[src/design/rmi_pkg.sv]
// constants for the receive mode command information word builder
`default_nettype none
package rmi_pkg;
   localparam int unsigned WORD_W = 16;
   localparam int unsigned ADDR_W = 15;
   // information word bit positions
   localparam int unsigned POS_INVALID = 14;
   localparam int unsigned POS_GAP_BC = 13;
   localparam int unsigned POS_WCNT = 12;
   localparam int unsigned POS_SYNC = 11;
   localparam int unsigned POS_MESSAGE_ERROR_SUMMARY_FLAG = 10;
   localparam int unsigned POS_BUSY = 9;
   localparam int unsigned POS_ILL = 8;
   localparam int unsigned POS_BUS = 5;
   localparam int unsigned MC_W = 5;
   // offsets from the data pointer
   localparam logic [14:0] OFS_INFO = 15'h0000;
   localparam logic [14:0] OFS_TTAG = 15'h0001;
   localparam logic [14:0] OFS_DATA = 15'h0002;
   // mode codes with a data word have bit 4 set (0x10 through 0x1F)
   localparam int unsigned POS_MC_DATA = 4;
   localparam logic [15:0] INFO_RST = 16'h0000;
   typedef enum logic [1:0] {RMI_IDLE, RMI_COLLECT, RMI_STORE} rmi_state_t;
endpackage : rmi_pkg
`default_nettype wire

[src/design/rmi_word_assy.sv]
// combinational assembly of the information word from collected flags
`default_nettype none
module rmi_word_assy (
   input wire logic gap_or_broadcast_flag,
   input wire logic gap_error_flag,
   input wire logic word_count_error_flag,
   input wire logic sync_type_error_flag,
   input wire logic invalid_word_error_flag,
   input wire logic responded_busy_flag,
   input wire logic illegal_command_flag,
   input wire logic bus_select_indicator,
   input wire logic [4:0] mode_code_field,
   output logic [15:0] info_word
);
   always_comb begin
      info_word = rmi_pkg::INFO_RST;
      info_word[rmi_pkg::POS_INVALID] = invalid_word_error_flag;
      info_word[rmi_pkg::POS_GAP_BC] = gap_or_broadcast_flag;
      info_word[rmi_pkg::POS_WCNT] = word_count_error_flag;
      info_word[rmi_pkg::POS_SYNC] = sync_type_error_flag;
      // broadcast is no error, so the summary takes the gap error alone
      info_word[rmi_pkg::POS_MESSAGE_ERROR_SUMMARY_FLAG] = invalid_word_error_flag |
         gap_error_flag | word_count_error_flag |
         sync_type_error_flag;
      info_word[rmi_pkg::POS_BUSY] = responded_busy_flag;
      info_word[rmi_pkg::POS_ILL] = illegal_command_flag;
      info_word[rmi_pkg::POS_BUS] = bus_select_indicator;
      info_word[rmi_pkg::MC_W-1:0] = mode_code_field;
   end
endmodule : rmi_word_assy
`default_nettype wire

[src/design/rmi_info_word.sv]
// receive mode command message information word builder and writer
`default_nettype none
// Contract
// - with select 0, bit 13 flags bus activity right after data or early gap.
// - in broadcast meaning, bit 13 flags a broadcast receive mode command.
// - bit 12 flags missing mode data word or an extra word.
// - bit 11 flags command/status sync on the mode data word.
// - bit 10 set whenever any error bit 11 to 14 is set.
// - bit 9 flags a busy response, global or per-command.
// - bit 8 flags a one in the matching illegalization entry.
// - bit 5 is 0 for bus A, 1 for bus B.
// - bits 4 to 0 carry the command's mode code.
// - bit 14 flags Manchester or parity error in a data word.
// - info at pointer, time tag at +1, mode data at +2.
// - information word written only after the message completes.
module rmi_info_word (
   input wire logic mclk,
   input wire logic rst,
   input wire logic cfg_bcast_sel,
   input wire logic msg_start,
   input wire logic [4:0] mode_code_field,
   input wire logic bus_select_indicator,
   input wire logic msg_broadcast,
   input wire logic [14:0] data_pointer,
   input wire logic gap_event,
   input wire logic word_count_event,
   input wire logic sync_event,
   input wire logic invalid_word_event,
   input wire logic global_busy,
   input wire logic per_command_busy_bit,
   input wire logic illegal_entry,
   input wire logic data_word_valid,
   input wire logic [15:0] data_word,
   input wire logic [15:0] time_tag,
   input wire logic msg_done,
   output logic ram_we,
   output logic [14:0] ram_addr,
   output logic [15:0] ram_wdata,
   output logic busy
);
   typedef struct packed {
      rmi_pkg::rmi_state_t st;
      logic gap;
      logic wcnt;
      logic sync;
      logic inval;
      logic rbusy;
      logic ill;
      logic bus;
      logic bcast;
      logic [4:0] mc;
      logic [14:0] ptr;
      logic [15:0] ttag;
      logic [15:0] dword;
      logic [1:0] step;
      logic we;
      logic [14:0] addr;
      logic [15:0] wdata;
      logic busy;
   } rmi_regs_t;

   rmi_regs_t s_r;
   rmi_regs_t s_nxt;
   logic [15:0] info_word;
   logic gb_flag;
   logic gap_err;

   // mode codes 0x10 and up carry one data word
   function automatic logic mc_has_data(input logic [4:0] mc);
      mc_has_data = mc[rmi_pkg::POS_MC_DATA];
   endfunction : mc_has_data

   // shared RAM address of one slot of the message record
   function automatic logic [14:0] slot_addr(input logic [14:0] base,
      input logic [14:0] ofs);
      // wraps at the top of the address space, as the RAM itself does
      slot_addr = base + ofs;
   endfunction : slot_addr

   // busy answer comes from the global bit or the per-command bit
   function automatic logic busy_answer(input logic glob, input logic cmd);
      busy_answer = glob | cmd;
   endfunction : busy_answer

   // meaning of bit 13 follows the select bit
   assign gb_flag = cfg_bcast_sel ? s_r.bcast : s_r.gap;
   // gap errors count in the summary only while bit 13 reports them
   assign gap_err = s_r.gap & ~cfg_bcast_sel;

   rmi_word_assy u_assy (
      .gap_or_broadcast_flag(gb_flag),
      .gap_error_flag(gap_err),
      .word_count_error_flag(s_r.wcnt),
      .sync_type_error_flag(s_r.sync),
      .invalid_word_error_flag(s_r.inval),
      .responded_busy_flag(s_r.rbusy),
      .illegal_command_flag(s_r.ill),
      .bus_select_indicator(s_r.bus),
      .mode_code_field(s_r.mc),
      .info_word(info_word)
   );

   always_comb begin
      s_nxt = s_r;
      s_nxt.we = 1'b0;
      case (s_r.st)
         rmi_pkg::RMI_IDLE: begin
            if (msg_start) begin
               s_nxt.st = rmi_pkg::RMI_COLLECT;
               s_nxt.gap = 1'b0;
               s_nxt.wcnt = 1'b0;
               s_nxt.sync = 1'b0;
               s_nxt.inval = 1'b0;
               s_nxt.rbusy = busy_answer(global_busy,
                  per_command_busy_bit);
               s_nxt.ill = illegal_entry;
               s_nxt.bus = bus_select_indicator;
               s_nxt.bcast = msg_broadcast;
               s_nxt.mc = mode_code_field;
               s_nxt.ptr = data_pointer;
               s_nxt.dword = 16'h0000;
            end
         end
         rmi_pkg::RMI_COLLECT: begin
            // flags are sticky for the whole message
            s_nxt.gap = s_r.gap | gap_event;
            s_nxt.wcnt = s_r.wcnt | word_count_event;
            s_nxt.sync = s_r.sync | sync_event;
            s_nxt.inval = s_r.inval | invalid_word_event;
            if (data_word_valid) begin
               s_nxt.dword = data_word;
            end
            if (msg_done) begin
               s_nxt.st = rmi_pkg::RMI_STORE;
               s_nxt.ttag = time_tag;
               s_nxt.step = 2'h0;
            end
         end
         rmi_pkg::RMI_STORE: begin
            // information word only once the message is over
            s_nxt.we = 1'b1;
            s_nxt.step = s_r.step + 2'h1;
            case (s_r.step)
               2'h0: begin
                  s_nxt.addr = slot_addr(s_r.ptr,
                     rmi_pkg::OFS_INFO);
                  s_nxt.wdata = info_word;
               end
               2'h1: begin
                  s_nxt.addr = slot_addr(s_r.ptr, rmi_pkg::OFS_TTAG);
                  s_nxt.wdata = s_r.ttag;
                  if (!mc_has_data(s_r.mc)) begin
                     s_nxt.st = rmi_pkg::RMI_IDLE;
                  end
               end
               default: begin
                  s_nxt.addr = slot_addr(s_r.ptr, rmi_pkg::OFS_DATA);
                  s_nxt.wdata = s_r.dword;
                  s_nxt.st = rmi_pkg::RMI_IDLE;
               end
            endcase
         end
         default: begin
            s_nxt.st = rmi_pkg::RMI_IDLE;
         end
      endcase
      // busy drops together with the last slot write
      s_nxt.busy = s_nxt.st != rmi_pkg::RMI_IDLE;
   end

   always_ff @(posedge mclk or posedge rst) begin
      if (rst) begin
         s_r <= '0;
      end else begin
         s_r <= s_nxt;
      end
   end

   assign busy = s_r.busy;
   assign ram_we = s_r.we;
   assign ram_addr = s_r.addr;
   assign ram_wdata = s_r.wdata;
endmodule : rmi_info_word
`default_nettype wire

[config.mk]
export PLATFORM = sky130hd
export DESIGN_NAME = rmi_info_word
export DESIGN_NICKNAME = d
export VERILOG_FILES = /design/src/design/rmi_pkg.sv /design/src/design/rmi_word_assy.sv /design/src/design/rmi_info_word.sv
export SDC_FILE = /design/constraint.sdc
export NUM_CORES = 1
export LEC_CHECK = 0
export BUFFER_PORTS_ARGS = -buffer_cell sky130_fd_sc_hd__clkbuf_2
export CAP_MARGIN = 20
export CORE_UTILIZATION = 45
export DETAILED_ROUTE_END_ITERATION = 8
export PLACE_DENSITY = 0.64
export SKIP_CTS_REPAIR_TIMING = 1
export SYNTH_ARGS = -nofsm -noshare
export SYNTH_HDL_FRONTEND = slang
export SYNTH_SLANG_ARGS = --single-unit
[constraint.sdc]
create_clock -name mclk -period 4.2 [get_ports mclk]
set_clock_uncertainty 0.15 [all_clocks]
set_input_delay 0.42 -clock mclk [delete_from_list [all_inputs] [get_ports mclk]]
set_output_delay 0.42 -clock mclk [all_outputs]
set_load 0.02 [all_outputs]
==> impl_metrics.tcl <==
set metrics [dict create \
    required_ns 4.35 \
    status "complete, no violations" \
    rrSetupSlack_ns 1.47 \
    die_w_um 105.8 \
    period_needed_ns 2.726 \
    drcViolationCount 0 \
    fp.dieArea_sq_um 11190 \
    num_vias 3661 \
    path_delay_family "compound AO/OA/AOI/OAI gates" \
    grt_usage 0.2140 \
    drt_first_iter_violations 134 \
    swShare 0.4379 \
    synth_cells 470 \
    ys_ff_latch 97 \
    h-tree-depth 3 \
    post_synth_and_or_nand_nor_area_fraction 0.1329 \
    grt_max_degree 64 \
    cp.arrival_ns 2.88 \
    synth_common_cells "dfrtp_1 (97), o21ai_0 (52), nand2_1 (50)" \
    p_leak_nw 2.494 \
    synth_area_sq_um 4848 \
    final_hold_viol_count 0 \
    min_path_type "in2async" \
    p_switching_mw 1.925 \
    drive_above_1_share 0.3277 \
    irDropWorstVdd_uv 381.7 \
    drv_slew 0 \
    tightest_slew_ns 1.021 \
    cts_made_buffers 9 \
    synthXorXnorAreaFrac 0.007226 \
    internal_power_mw 2.471 \
    synth_fa_ha_area_frac 0.01290 \
    critPathLaunchType "register" \
    hpwl_um 7856 \
    min_period_over_period 0.6491 \
    crit_fanout 21 \
    yosysMostFrequentCell "dfrtp_1" \
    worstSetupPathType "reg2reg" \
    routabilityCongestion 0.8008 \
    clockRootBuffer "clkbuf_8" \
    syn_area_per_cell_sq_um 10.32 \
    firstDrtPassIters 4 \
    crit_slowest_cell "ha_1" \
    synthFlopType "dfrtp_1" \
    gr-total-overflow 0 \
    setup-tns-final_ns 0 \
    nets 598 \
    pre_cts_slack_ns 1.584 \
    clk_latency_ns 0.38 \
    wirelength_um 11290 \
    pin_count 100 \
    io_buffers 99 \
    clock_path_buffers 2 \
    grt_pass1_vias 3564 \
    seq_area_frac_synth 0.5006 \
    setup_violations 0 \
    layout_setup_ws_ns 1.474 \
    ys_types 59 \
    syn_nets 542 \
    clock.fmax_ghz 0.3668 \
    async_flop_share 1.000 \
    synth_edf_count 0 \
    antenna_found_initial 0 \
    pwr-share-comb 0.448 \
    wl_per_cell_um 16.92 \
    grt_pass1_wl_um 18330 \
    grt_setup_unrepaired "no" \
    cts_tree "built" \
    cts.sinks 97 \
    core_sq_um 10370 \
    synthMuxAreaShare 0.09445 \
    synth_top_family_by_area "compound AO/OA/AOI/OAI gates" \
    yosys-top-cells-area "dfrtp_1 (50%), mux2_2 (8.8%), o21ai_0 (5.4%), buf_4 (5.3%), nand2_1 (3.9%)" \
    die_height_um 105.8 \
    drv_cap 0 \
    vias_per_cell 5.489 \
    end_kind "register" \
    cp_num_buf_inv 1 \
    pwr-share-seq 0.403 \
    reg2regPathDepth 6 \
    synth-compound-area-share 0.1693 \
    clkTransAtPathRegs_ns 0.11 \
    power_density_nw_per_um2 813.3 \
    p_clk_frac 0.149 \
    crit_chain "inv_1 > ha_1 > or2_2 > o21ai_1 > a2111oi_0 > a21o_1" \
    critPathMaxStageDelay_ns 0.66 \
    synth_area_leader_cell "dfrtp_1" \
    synth_top_area_share 0.5006 \
    ys_warn_count 0 \
    ant_nets 0 \
    start_util 0.4675 \
    cp.depth 6 \
    antennaDiodeCount 0 \
    max-slew-margin-rel 0.3178 \
    placementRows 37 \
    fillers 1008 \
    area_delta_synth_final_pct 11.48 \
]
==> registers in the layout, summed over array words and instances, names as in the netlist <==
name	count
busy	1
ram_addr	15
ram_wdata	16
ram_we	1
s_r	64
==> through the flow <==
| step | cell area (sq um) | std cells | hold WS, ns | utilization | total power, mW |
|---|---|---|---|---|---|
| floorplan | 4848 | 470 | 0.2892 | - | 3.339 |
| global placement | 5186 | 651 | 0.3125 | 0.5001 | 3.694 |
| detailed placement | 5186 | 651 | 0.3199 | 0.5001 | 3.758 |
| CTS | 5405 | 667 | 0.05663 | 0.5212 | 4.419 |
| global route | 5405 | 667 | 0.08662 | 0.5212 | 4.720 |
| finish | 5405 | 667 | 0.03157 | 0.5212 | 4.396 |
==> layer usage <==
metal  up-vias  global-route usage  part of all wire  wire, um
li1       1743                   -                 -         -
met5         -                   0                 0         0
met1      1784              0.2852              0.46      5179
met3        19             0.04391             0.051       578
met2       115              0.3389              0.47      5250
met4         0             0.09028             0.025       277
==> layout by cell type, fill, tap and decap left out, types with 2 or more instances in the layout <==
master | netlist | final
a21o_1 | 3 | 3
nor3_2 | 2 | 2
nand2b_1 | 5 | 4
clkbuf_2 | 1 | 99
clkbuf_8 | 0 | 9
a31oi_1 | 7 | 7
xnor2_1 | 3 | 3
nand3_1 | 6 | 6
nand4_1 | 3 | 3
a22oi_1 | 4 | 4
a21oi_1 | 26 | 26
a221oi_1 | 2 | 2
nor2b_1 | 14 | 14
nor2_1 | 28 | 28
mux2i_1 | 3 | 3
and4_1 | 2 | 2
o41ai_1 | 2 | 2
a22o_1 | 16 | 16
inv_1 | 6 | 5
dfrtp_1 | 97 | 97
o221ai_1 | 2 | 2
nand2_1 | 50 | 50
buf_4 | 34 | 5
inv_8 | 0 | 2
clkinv_1 | 2 | 2
inv_6 | 0 | 2
o21ai_0 | 52 | 52
mux2_2 | 38 | 38
o21ai_1 | 3 | 3
ha_1 | 5 | 5
or2_2 | 2 | 2
==> path summary, 6_finish.rpt <==
check	start	to
setup / recovery	s_r[34]	ram_addr[7]
hold / removal	rst	s_r[57]
setup reg to reg	s_r[34]	ram_addr[7]
hold reg to reg	ram_wdata[2]	ram_wdata[2]
max in group asynchronous	rst	s_r[50]
min in group mclk	data_word[12]	s_r[47]
==> power groups by stage <==
stage | Combinational, mW | Clock, mW | Sequential, mW
after detailed placement | 1.97 | 0 | 1.78
after global placement | 1.92 | 0 | 1.77
after floorplan | 1.70 | 0 | 1.64
after CTS | 1.98 | 0.674 | 1.77
final | 1.97 | 0.657 | 1.77
after global routing | 2.18 | 0.708 | 1.84
==> kinds of logic (layout without fill, tap and decap cells) <==
| group | after synthesis | after routing |
|---|---|---|
| AO/OA/AOI/OAI | 130 | 130 |
| AND/OR/NAND/NOR | 126 | 126 |
| flip-flops | 97 | 97 |
| buffers and inverters | 67 | 128 |
| multiplexers | 41 | 41 |
| adder cells (fa/ha/maj) | 5 | 5 |
| XOR/XNOR | 4 | 4 |
==> layout make-up <==
type	instances	area, sq um	share of cell area
Sequential cell	97	2427	0.4491
Multi-Input combinational cell	306	2023	0.3743
Timing Repair Buffer	104	533.0	0.09861
Tap cell	136	170.2	0.03148
Clock buffer	9	123.9	0.02292
Clock inverter	7	95.09	0.01759
Inverter	8	32.53	0.006019
Power figures use the tool's default switching activity.
